### src/rtl/txirq_pkg.sv
package txirq_pkg;

    // Register offsets on the internal register port.
    localparam logic [7:0] TXIRQ_STATUS_ADDR   = 8'h0a;
    localparam logic [7:0] TXIRQ_ENABLE_ADDR   = 8'h0b;
    localparam logic [7:0] TXIRQ_TRIGGER_ADDR  = 8'h0c;

    // Field positions.
    localparam int TXIRQ_XFER_EN_BIT   = 0;
    localparam int TXIRQ_SLIP_EN_BIT   = 1;
    localparam int TXIRQ_XFER_TRIG_LSB = 0;
    localparam int TXIRQ_SLIP_TRIG_LSB = 2;
    localparam int TXIRQ_XFER_FLAG_BIT = 0;
    localparam int TXIRQ_SLIP_FLAG_BIT = 1;

    // Values after reset.
    localparam logic [1:0] TXIRQ_ENABLE_RST  = 2'h0;
    localparam logic [1:0] TXIRQ_TRIGGER_RST = 2'h0;

    typedef enum logic [1:0] {
        TRIG_RISE  = 2'b00,
        TRIG_FALL  = 2'b01,
        TRIG_LEVEL = 2'b10,
        TRIG_RSVD  = 2'b11
    } txirq_trig_e;

    // Decides whether a source fires this cycle for a given trigger mode.
    function automatic logic txirq_fires(input txirq_trig_e mode,
                                         input logic        prev,
                                         input logic        cond);
        logic f;
        f = 1'b0;
        case (mode)
            TRIG_RISE:  f = cond & ~prev;
            TRIG_FALL:  f = ~cond & prev;
            TRIG_LEVEL: f = cond;
            default:    f = 1'b0;
        endcase
        return f;
    endfunction

endpackage

### src/rtl/txirq_detect.sv
`timescale 1ns/1ps
module txirq_detect
    import txirq_pkg::*;
(
    // Clock and control.
    input  wire logic        mclk_i,
    input  wire logic        rst_i,
    input  wire logic        ce_i,
    // Source and mode.
    input  wire logic        cond_i,
    input  wire txirq_trig_e trig_i,
    // Detection result.
    output logic             hit_o
);

    typedef struct packed {
        logic prev;
    } txirq_det_s;

    txirq_det_s st;
    txirq_det_s next_st;

    always_comb begin
        next_st      = st;
        next_st.prev = cond_i;
    end

    always_ff @(posedge mclk_i) begin
        if (rst_i) begin
            st <= '0;
        end else if (ce_i) begin
            st <= next_st;
        end
    end

    assign hit_o = txirq_fires(trig_i, st.prev, cond_i);
endmodule // txirq_detect

### src/rtl/txirq_top.sv
// Functional notes
// - Transfer enable resets to 0; 0 blocks the copy source, 1 passes it.
// - Slip enable resets to 0; 0 blocks the slip source, 1 passes it.
// - Enable register at 0x0b: slip in bit 1, transfer in bit 0, 7:2 zero.
// - Transfer mode: 00 rising (reset), 01 falling, 10 level, 11 reserved.
// - Slip mode: 00 rising (reset), 01 falling, 10 level, 11 reserved.
// - Mode register at 0x0c: slip in bits 3:2, transfer in 1:0, 7:4 zero.
// - A finished copy, if enabled and copies are on, sets its flag, irq low and summary high.
// - With slip enabled, a slip or block start (by select) sets the flag.
`timescale 1ns/1ps
module txirq_top
    import txirq_pkg::*;
(
    // Clock, reset and enable.
    input  wire logic       mclk_i,
    input  wire logic       rst_i,
    input  wire logic       ce_i,
    // Register port.
    input  wire logic [7:0] reg_addr_i,
    input  wire logic       reg_wr_i,
    input  wire logic [7:0] reg_wdata_i,
    input  wire logic       reg_rd_i,
    output logic      [7:0] reg_rdata_o,
    // Event sources.
    input  wire logic       xfer_complete_event_i,
    input  wire logic       transmit_copy_disable_i,
    input  wire logic       async_slip_i,
    input  wire logic       block_start_i,
    input  wire logic       slip_source_select_i,
    // Interrupt and status.
    output logic            irq_n_o,
    output logic            tx_summary_o,
    output logic            xfer_done_flag_o,
    output logic            slip_flag_o
);

    ////////////////////////////////////////////////////////////////////////

    typedef struct packed {
        logic        xfer_done_irq_enable;
        logic        slip_irq_enable;
        txirq_trig_e xfer_done_irq_trigger;
        txirq_trig_e slip_irq_trigger;
        logic        xfer_done_flag;
        logic        slip_flag;
        logic        irq_n;
        logic        summary;
        logic [7:0]  rdata;
    } txirq_top_s;

    txirq_top_s st;
    txirq_top_s next_st;

    logic xfer_cond;
    logic slip_cond;
    logic xfer_hit;
    logic slip_hit;
    logic xfer_raw;
    logic status_rd;

    // The copy gate sits behind the detector: switching copies off while a
    // copy is pending must not be taken for a falling edge of the source.
    assign xfer_cond = xfer_complete_event_i & ~transmit_copy_disable_i;
    assign xfer_hit  = xfer_raw & ~transmit_copy_disable_i;
    assign slip_cond = slip_source_select_i ? block_start_i
                                            : async_slip_i;
    assign status_rd = reg_rd_i && (reg_addr_i == TXIRQ_STATUS_ADDR);

    ////////////////////////////////////////////////////////////////////////

    txirq_detect u_xfer_det (
        .mclk_i (mclk_i),
        .rst_i  (rst_i),
        .ce_i   (ce_i),
        .cond_i (xfer_complete_event_i),
        .trig_i (st.xfer_done_irq_trigger),
        .hit_o  (xfer_raw)
    );

    txirq_detect u_slip_det (
        .mclk_i (mclk_i),
        .rst_i  (rst_i),
        .ce_i   (ce_i),
        .cond_i (slip_cond),
        .trig_i (st.slip_irq_trigger),
        .hit_o  (slip_hit)
    );

    ////////////////////////////////////////////////////////////////////////

    always_comb begin
        next_st = st;
        if (reg_wr_i && reg_addr_i == TXIRQ_ENABLE_ADDR) begin
            next_st.xfer_done_irq_enable = reg_wdata_i[TXIRQ_XFER_EN_BIT];
            next_st.slip_irq_enable      = reg_wdata_i[TXIRQ_SLIP_EN_BIT];
        end
        if (reg_wr_i && reg_addr_i == TXIRQ_TRIGGER_ADDR) begin
            next_st.xfer_done_irq_trigger = txirq_trig_e'(
                reg_wdata_i[TXIRQ_XFER_TRIG_LSB +: 2]);
            next_st.slip_irq_trigger = txirq_trig_e'(
                reg_wdata_i[TXIRQ_SLIP_TRIG_LSB +: 2]);
        end
        // Reading status clears the flags; a hit in that same cycle wins.
        if (status_rd) begin
            next_st.xfer_done_flag = 1'b0;
            next_st.slip_flag      = 1'b0;
        end
        if (xfer_hit && st.xfer_done_irq_enable) begin
            next_st.xfer_done_flag = 1'b1;
        end
        if (slip_hit && st.slip_irq_enable) begin
            next_st.slip_flag = 1'b1;
        end
        next_st.summary = next_st.xfer_done_flag | next_st.slip_flag;
        next_st.irq_n   = ~next_st.summary;
        next_st.rdata   = 8'h00;
        if (reg_rd_i) begin
            case (reg_addr_i)
                TXIRQ_STATUS_ADDR: begin
                    next_st.rdata[TXIRQ_XFER_FLAG_BIT] = st.xfer_done_flag;
                    next_st.rdata[TXIRQ_SLIP_FLAG_BIT] = st.slip_flag;
                end
                TXIRQ_ENABLE_ADDR: begin
                    next_st.rdata[TXIRQ_XFER_EN_BIT] =
                        st.xfer_done_irq_enable;
                    next_st.rdata[TXIRQ_SLIP_EN_BIT] = st.slip_irq_enable;
                end
                TXIRQ_TRIGGER_ADDR: begin
                    next_st.rdata[TXIRQ_XFER_TRIG_LSB +: 2] =
                        st.xfer_done_irq_trigger;
                    next_st.rdata[TXIRQ_SLIP_TRIG_LSB +: 2] =
                        st.slip_irq_trigger;
                end
                default: begin
                    next_st.rdata = 8'h00;
                end
            endcase
        end
    end

    always_ff @(posedge mclk_i) begin
        if (rst_i) begin
            st                       <= '0;
            st.xfer_done_irq_enable  <= TXIRQ_ENABLE_RST[0];
            st.slip_irq_enable       <= TXIRQ_ENABLE_RST[1];
            st.xfer_done_irq_trigger <= txirq_trig_e'(TXIRQ_TRIGGER_RST);
            st.slip_irq_trigger      <= txirq_trig_e'(TXIRQ_TRIGGER_RST);
            st.irq_n                 <= 1'b1;
        end else if (ce_i) begin
            st <= next_st;
        end
    end

    assign reg_rdata_o      = st.rdata;
    assign irq_n_o          = st.irq_n;
    assign tx_summary_o     = st.summary;
    assign xfer_done_flag_o = st.xfer_done_flag;
    assign slip_flag_o      = st.slip_flag;
endmodule // txirq_top

### config.mk
export PLATFORM = sky130hd
export DESIGN_NAME = txirq_top
export DESIGN_NICKNAME = d
export VERILOG_FILES = /design/src/rtl/txirq_pkg.sv /design/src/rtl/txirq_detect.sv /design/src/rtl/txirq_top.sv
export SDC_FILE = /design/constraint.sdc
export NUM_CORES = 1
export LEC_CHECK = 0
export ABC_CLOCK_PERIOD_IN_PS = 2800
export BUFFER_PORTS_ARGS = -buffer_cell sky130_fd_sc_hd__buf_4
export CORE_UTILIZATION = 50
export CTS_CLUSTER_DIAMETER = 200
export DETAILED_ROUTE_END_ITERATION = 8
export PLACE_DENSITY = 0.82
export SLEW_MARGIN = 20
export SYNTH_ARGS = -nofsm -noshare
export SYNTH_HDL_FRONTEND = slang
export SYNTH_HIERARCHICAL = 1
export SYNTH_SLANG_ARGS = --single-unit
### constraint.sdc
create_clock -name mclk_i -period 2.8 [get_ports mclk_i]
set_input_delay 0.14 -clock mclk_i [delete_from_list [all_inputs] [get_ports mclk_i]]
set_output_delay 0.14 -clock mclk_i [all_outputs]
set_load 0.01 [all_outputs]
==> flow_metrics.tcl, run 1 <==
set metrics [dict create \
    status "finished, final reports clean" \
    drive_gt1_frac 0.312 \
    most-common-layout-cells "29 x buf_4, 16 x dfxtp_1, 9 x nand2b_1" \
    start_kind "register" \
    fin_util 0.658 \
    synthSimpleGateAreaFrac 0.313 \
    highest_layer "met4" \
    synth_xor_area_frac 0 \
    path_class "reg -> reg" \
    reg2reg_depth 5 \
    ctsResizeCount 0 \
    synth_compound_area_frac 0.102 \
    min_path_type "in -> reg" \
    place.port_buffers 29 \
    clock_skew_ps 1.32 \
    wl_met3_um 57 \
    clk_pin_slew_ps 100 \
    wl_per_cell_um 11.7 \
    power.density_mw_per_mm2 392 \
    n_antenna_cell 0 \
    syn-mean-instance-area_um2 9.35 \
    grt_pass1_vias 710 \
    min_from "xfer_complete_event_i" \
    cts_tree "done" \
    antenna_found_initial 0 \
    netlist_top_cells_area "dfxtp_1 34%, mux2i_1 8.5%, buf_4 6.4%" \
    muxShareOfSynthArea 0.121 \
    ant_nets 0 \
    fill_cells 159 \
    dieArea_mm2 0.00207 \
    cts_buffers 3 \
    finalSetupViolCount 0 \
    dr_wl_met2_um 866 \
    globalplace.congestion 0.780 \
    die_w_um 45.5 \
    synth_top_area_frac 0.339 \
    grt_max_degree 23 \
    cts-root-buf "clkbuf_4" \
    synth.distinct_cells 34 \
    clock.fmax_mhz 907 \
    leakagePower_nw 0.485 \
    synthAdderAreaFrac 0 \
    dp_hpwl_mm 1.36 \
    ys_ff_latch 16 \
    finalHoldViolations 0 \
    fin_crit_sh 0.394 \
    period_minus_slack_ps 1100 \
    r2r_start "st[15]" \
    crit_path_end_kind "register" \
    ys_warn_count 6 \
    cts.sinks 16 \
    nNetsFinal 152 \
    area_growth_pct 21.6 \
    grt_first_pass_wirelength_mm 2.90 \
    htreeDepth 1 \
    ys_seq_area_frac 0.339 \
    vias 774 \
    crit_arrival_ps 1290 \
    via_per_inst 5.16 \
    async_flop_share 0 \
    wl_mm 1.75 \
    holdBufCountCts 0 \
    rsz0062_at_grt "false" \
    start_util 0.541 \
    syn_area_um2 945 \
    hold_ws_ps 108 \
    finalSetupTns_ps 0 \
    synth_top_family_by_area "simple AND/OR/NAND/NOR gates" \
    hold_end "u_xfer_det/st" \
    post-cts-setup-buffers 0 \
    synth_flop_cell "dfxtp_1" \
    die_h_um 45.5 \
    drcViolationCount 0 \
    rr_endpoint "tx_summary_o" \
    synth_edf_count 0 \
    overflow 0 \
    multi_input_area_um2 520 \
    critPathMaxFanout 4 \
    irDropWorstVdd_uv 220 \
    register_area_um2 320 \
    drt-initial-drc-count 16 \
    track_usage 0.194 \
    final_common_cell "buf_4" \
    clock_path_buffers 2 \
    slew_violations 0 \
    drv.max_cap_violation_count 0 \
    r2r_setup_slack_ps 1700 \
    insertion_delay_ps 280 \
    cp.required_ps 2990 \
    synthCells 101 \
    wl_met1_um 800 \
    coreArea_mm2 0.00175 \
    synth_largest_area_cell "dfxtp_1" \
    drtPass1Iterations 4 \
    whs_path_depth 3 \
    top_level_ports 38 \
    rows 15 \
]
==> where the power goes <==
part	total [mW]	internal (mW)	switching, mW
Sequential	0.233	0.231	0.00191
Combinational	0.0635	0.0353	0.0281
Clock	0.154	0.0791	0.0750
==> critical path, stage by stage, from the launching register on <==
cell       delay [ps]
dfxtp_1           390
nand4bb_1         140
o21ai_1            70
nand3b_1          110
nand3_1           110
o21a_1            190
==> worst max-delay path by stage <==
stage | slack [ps] | startpoint | end
floorplan | 1750 | slip_source_select_i | irq_n_o
global route | 1630 | st[15] | tx_summary_o
detailed placement | 1560 | slip_source_select_i | irq_n_o
finish | 1700 | st[15] | tx_summary_o
CTS | 1700 | st[15] | tx_summary_o
global placement | 1580 | slip_source_select_i | irq_n_o
==> area by class of cell <==
type | instances | share of cell area
clock buffers | 4 | 0.0316
inverters | 6 | 0.0196
multi-input cells | 70 | 0.453
flip-flops and latches | 16 | 0.279
well taps | 25 | 0.0272
repair buffers | 29 | 0.190
==> flip-flops by register name, indices dropped and copies added, names as in the netlist <==
signal	cells
slip_flag_o	1
u_xfer_det/st	1
st	6
xfer_done_flag_o	1
irq_n_o	1
tx_summary_o	1
reg_rdata_o	4
u_slip_det/st	1
==> cell families after synthesis <==
| logic type | count (synthesis) |
|---|---|
| buf+inv | 18 |
| other cells | 1 |
| mux | 11 |
| flops | 16 |
| compound gates | 14 |
| simple gates | 41 |
==> metrics by stage <==
step                      instances  area, µm²  setup WS, ps  power [mW]
final                           150       1150          1700       0.450
after global routing            150       1150          1630       0.468
after CTS                       150       1150          1700       0.452
after detailed placement        146       1110          1560       0.302
after global placement          146       1110          1580       0.300
after floorplan                 104        956          1750       0.273
==> routing by layer <==
metal  global-route usage  up-vias
met5                    0        -
met4               0.0909        0
met1                0.229      365
met2                0.331       16
li1                     -      389
met3               0.0397        4
==> cell usage after synthesis, types with 3 or more instances <==
cell,n
nand4_1,3
inv_1,6
o32ai_1,4
nand2_1,3
buf_4,8
mux2i_1,8
mux2_2,3
nor2_1,5
or2b_1,4
a21oi_1,3
nand2b_1,9
dfxtp_1,16
nor2b_1,3
Note: power is estimated with default switching activity, not from simulation.
==> inputs of run 2 (changes only) <==
ABC_CLOCK_PERIOD_IN_PS = 1100   (was 2800)
CORE_UTILIZATION = 47   (was 50)
PLACE_DENSITY = 0.78   (was 0.82)
clock period = 1.1 ns   (was 2.8 ns; I/O delays follow)
==> flow_metrics.tcl, run 2 (synthesis gave the netlist of run 1 again) <==
set metrics [dict create \
    status "finished, final reports clean" \
    ant_nets 0 \
    min_path_type "in -> reg" \
    clock_skew_ps 5.53 \
    drtPass1Iterations 4 \
    r2r_start "st[15]" \
    cts_buffers 3 \
    leakagePower_nw 0.514 \
    cts_tree "done" \
    crit_arrival_ps 1240 \
    top_level_ports 38 \
    grt_pass1_vias 745 \
    dieArea_mm2 0.00219 \
    area_growth_pct 26.9 \
    dp_slack_ps -49.6 \
    drive_gt1_frac 0.380 \
    n_antenna_cell 0 \
    slew_violations 0 \
    largest_reg_flops 6 \
    fin_crit_sh 0.959 \
    clock.fmax_mhz 948 \
    crit_start "st[15]" \
    dp_hpwl_mm 1.48 \
    die_h_um 46.8 \
    clk_pin_slew_ps 100 \
    antenna_found_initial 0 \
    r2r_setup_slack_ps 50 \
    start_kind "register" \
    via_per_inst 5.08 \
    fin_util 0.665 \
    finalSetupTns_ps 0 \
    coreArea_mm2 0.00180 \
    finalSetupViolCount 0 \
    wl_mm 1.90 \
    cts.sinks 16 \
    place_area_mm2 0.00114 \
    overflow 0 \
    layout_setup_ws_ps 45.0 \
    die_w_um 46.8 \
    post-cts-setup-buffers 0 \
    clock_path_buffers 2 \
    critPathMaxFanout 3 \
    nNetsFinal 156 \
    vias 783 \
    total_power_mw 1.16 \
    irDropWorstVdd_uv 808 \
    drv.max_cap_violation_count 0 \
    start_util 0.524 \
    track_usage 0.190 \
    grt_first_pass_wirelength_mm 2.95 \
    path_class "reg -> reg" \
    rows 15 \
    rr_endpoint "irq_n_o" \
    drt-initial-drc-count 10 \
    cp.required_ps 1290 \
    crit_path_end_kind "register" \
    critPathCapture "irq_n_o" \
    htreeDepth 1 \
    period_minus_slack_ps 1050 \
    power.density_mw_per_mm2 968 \
    place.port_buffers 29 \
    largest-register "st" \
    most-common-layout-cells "33 x buf_4, 12 x dfxtp_1, 9 x nand2b_1" \
    final_common_cell "buf_4" \
    drcViolationCount 0 \
    insertion_delay_ps 290 \
    reg2reg_depth 5 \
    grt_max_degree 23 \
    stdcell_area_mm2 0.00120 \
    wl_per_cell_um 12.3 \
    finalHoldViolations 0 \
    globalplace.congestion 0.805 \
    cts-root-buf "clkbuf_4" \
]
-- run 2: cell types whose count changed in the layout (fill, tap and decap cells not counted) --
cell and delta:
dfxtp_4 +1, dfxtp_2 +3, nor2b_1 -1, nand3_1 -1, nor2b_4 +1, nand3_2 +1, buf_4 +4, dfxtp_1 -4
-- run 2: routing by layer --
layer / up-vias / GRT usage / wire length, µm
li1: 396 / - / -
met1: 353 / 0.210 / 813
met2: 28 / 0.347 / 956
met3: 6 / 0.0500 / 97
met4: 0 / 0.0686 / 31
met5: - / 0 / 0
-- run 2: worst min-delay path by stage --
stage | start | end | slack (ps) | cells after the start
floorplan | rst_i | u_slip_det/st | 130 | 1
global placement | xfer_complete_event_i | u_xfer_det/st | 320 | 3
detailed placement | reg_wdata_i[2] | st[12] | 330 | 3
CTS | reg_wdata_i[2] | st[12] | 20 | 3
global route | xfer_complete_event_i | u_xfer_det/st | 20 | 3
finish | reg_wdata_i[2] | st[12] | 20 | 3
-- run 2: repair_timing --
item,CTS,global route
endpoints found under the setup margin,0,2
hold buffers,0,0
resized for setup,0,7
-- run 2: per-stage QoR --
step           instances  hold slack [ps]
6_report             154             24.0
5_1_grt              154             22.9
4_1_cts              154             24.3
3_5_place_dp         150              332
3_3_place_gp         150              317
2_1_floorplan        104              127
-- run 2: layout make-up --
type / instances / area [µm²]
fill: 166 / 603
multi-input combinational: 70 / 533
sequential: 16 / 328
timing repair buffer: 33 / 248
clock buffer: 4 / 36.3
tap: 25 / 31.3
inverter: 6 / 22.5
-- run 2: power breakdown --
group	switching (mW)	internal, mW	total, mW
Combinational	0.0736	0.0979	0.172
Sequential	0.00494	0.585	0.590
Clock	0.197	0.202	0.398
Total	0.275	0.885	1.16
-- run 2: critical path, cell delays in order (launching register included) --
cell       delay, ps
dfxtp_4          370
nand4bb_1        170
o21ai_1          100
nand3b_1         140
nand3_2          100
o21ai_0           80
==> inputs of run 3 (changes only) <==
CORE_UTILIZATION = 40   (was 47)
PLACE_DENSITY = 0.68   (was 0.78)
RECOVER_POWER = 25   (was default)
==> flow_metrics.tcl, run 3 (synthesis gave the netlist of run 1 again) <==
set metrics [dict create \
    start_util 0.427 \
    start_kind "register" \
    cp.required_ps 1280 \
    wl_per_cell_um 11.8 \
    die_h_um 50.6 \
    most-common-layout-cells "34 x buf_4, 11 x dfxtp_1, 9 x nand2b_1" \
    area_growth_pct 27.0 \
    via_per_inst 4.99 \
    layout_setup_ws_ps 80.6 \
    period_minus_slack_ps 1020 \
    min_path_type "in -> reg" \
    total_power_mw 1.15 \
    overflow 0 \
    insertion_delay_ps 290 \
    fin_crit_sh 0.927 \
    drt-initial-drc-count 14 \
    crit_path_end_kind "register" \
    status "finished, final reports clean" \
    final_common_cell "buf_4" \
    cts_tree "done" \
    clock_skew_ps 10.1 \
    die_w_um 50.6 \
    power.density_mw_per_mm2 960 \
    dp_slack_ps -33.1 \
    cts_buffers 3 \
    cts.sinks 16 \
    leakagePower_nw 0.514 \
    track_usage 0.169 \
    dp_hpwl_mm 1.49 \
    finalHoldViolations 0 \
    ant_nets 0 \
    dieArea_mm2 0.00256 \
    holdBufCountCts 0 \
    drive_gt1_frac 0.379 \
    top_level_ports 38 \
    crit_arrival_ps 1200 \
    grt_first_pass_wirelength_mm 3.23 \
    wl_mm 1.88 \
    clk_pin_slew_ps 100 \
    drcViolationCount 0 \
    finalSetupTns_ps 0 \
    rsz0062_at_grt "false" \
    cts-root-buf "clkbuf_4" \
    grt_pass1_vias 753 \
    largest_reg_flops 6 \
    drv.max_cap_violation_count 0 \
    slew_violations 0 \
    rows 17 \
    htreeDepth 1 \
    path_class "reg -> reg" \
    clock.fmax_mhz 981 \
    place.port_buffers 29 \
    largest-register "st" \
    coreArea_mm2 0.00221 \
    irDropWorstVdd_uv 784 \
    critPathMaxFanout 4 \
    vias 798 \
    antenna_found_initial 0 \
    nNetsFinal 159 \
    clock_path_buffers 2 \
    finalSetupViolCount 0 \
    globalplace.congestion 0.869 \
    drtPass1Iterations 4 \
    grt_max_degree 23 \
    n_antenna_cell 0 \
]
## run 3: cell count changes in the layout (fill, tap and decap cells not counted)
cell | before | now
dfxtp_1 | 12 | 11
nor2b_4 | 1 | 0
dfxtp_2 | 3 | 5
buf_4 | 33 | 34
o21ai_1 | 2 | 3
clkbuf_1 | 0 | 2
nor2b_2 | 0 | 1
nor3b_1 | 0 | 1
o21ai_0 | 1 | 0
dfxtp_4 | 1 | 0
nor3b_4 | 2 | 1
## run 3: metrics by stage
step	hold slack [ps]	area, µm²	cells	utilization
after floorplan	127	956	104	-
after global placement	315	1150	154	0.521
after detailed placement	330	1150	154	0.521
after CTS	26.3	1190	158	0.538
after global routing	16.9	1200	160	0.542
final	30.9	1200	160	0.542
## run 3: layer usage
metal / GRT usage / routed length (µm) / up-vias
met5: 0 / 0 / -
met4: 0.0417 / 0 / 0
met3: 0.0545 / 104 / 0
met2: 0.282 / 931 / 24
met1: 0.209 / 847 / 369
li1: - / - / 405
## run 3: layout make-up
class | count | area, µm²
Clock buffer | 4 | 36.3
Sequential cell | 16 | 327
Multi-Input combinational cell | 70 | 517
Inverter | 6 | 22.5
Timing Repair Buffer | 36 | 263
Tap cell | 28 | 35.0
Fill cell | 212 | 1010
## run 3: worst paths after layout
| check | start | end | slack, ps | depth (start not counted) |
|---|---|---|---|---|
| worst max register to register | slip_flag_o | reg_rdata_o[1] | 80 | 3 |
| worst max-delay path | slip_flag_o | reg_rdata_o[1] | 80 | 3 |
| worst min-delay path | xfer_complete_event_i | u_xfer_det/st | 30 | 3 |
| worst min register to register | reg_rdata_o[2] | reg_rdata_o[2] | 470 | 2 |
## run 3: timing repair
item	in CTS	in global routing
resized for setup	0	8
setup endpoints to repair	0	2
buffers inserted	0	2
## run 3: where the power goes
group | internal, mW | switching, mW
Sequential | 0.588 | 0.00481
Clock | 0.202 | 0.190
Combinational | 0.0942 | 0.0731
Total | 0.884 | 0.268
## run 3: worst max-delay path, stage by stage, from the launching register on
cell	delay (ps)
dfxtp_1	350
mux2_2	270
a22oi_1	180
o32ai_1	120
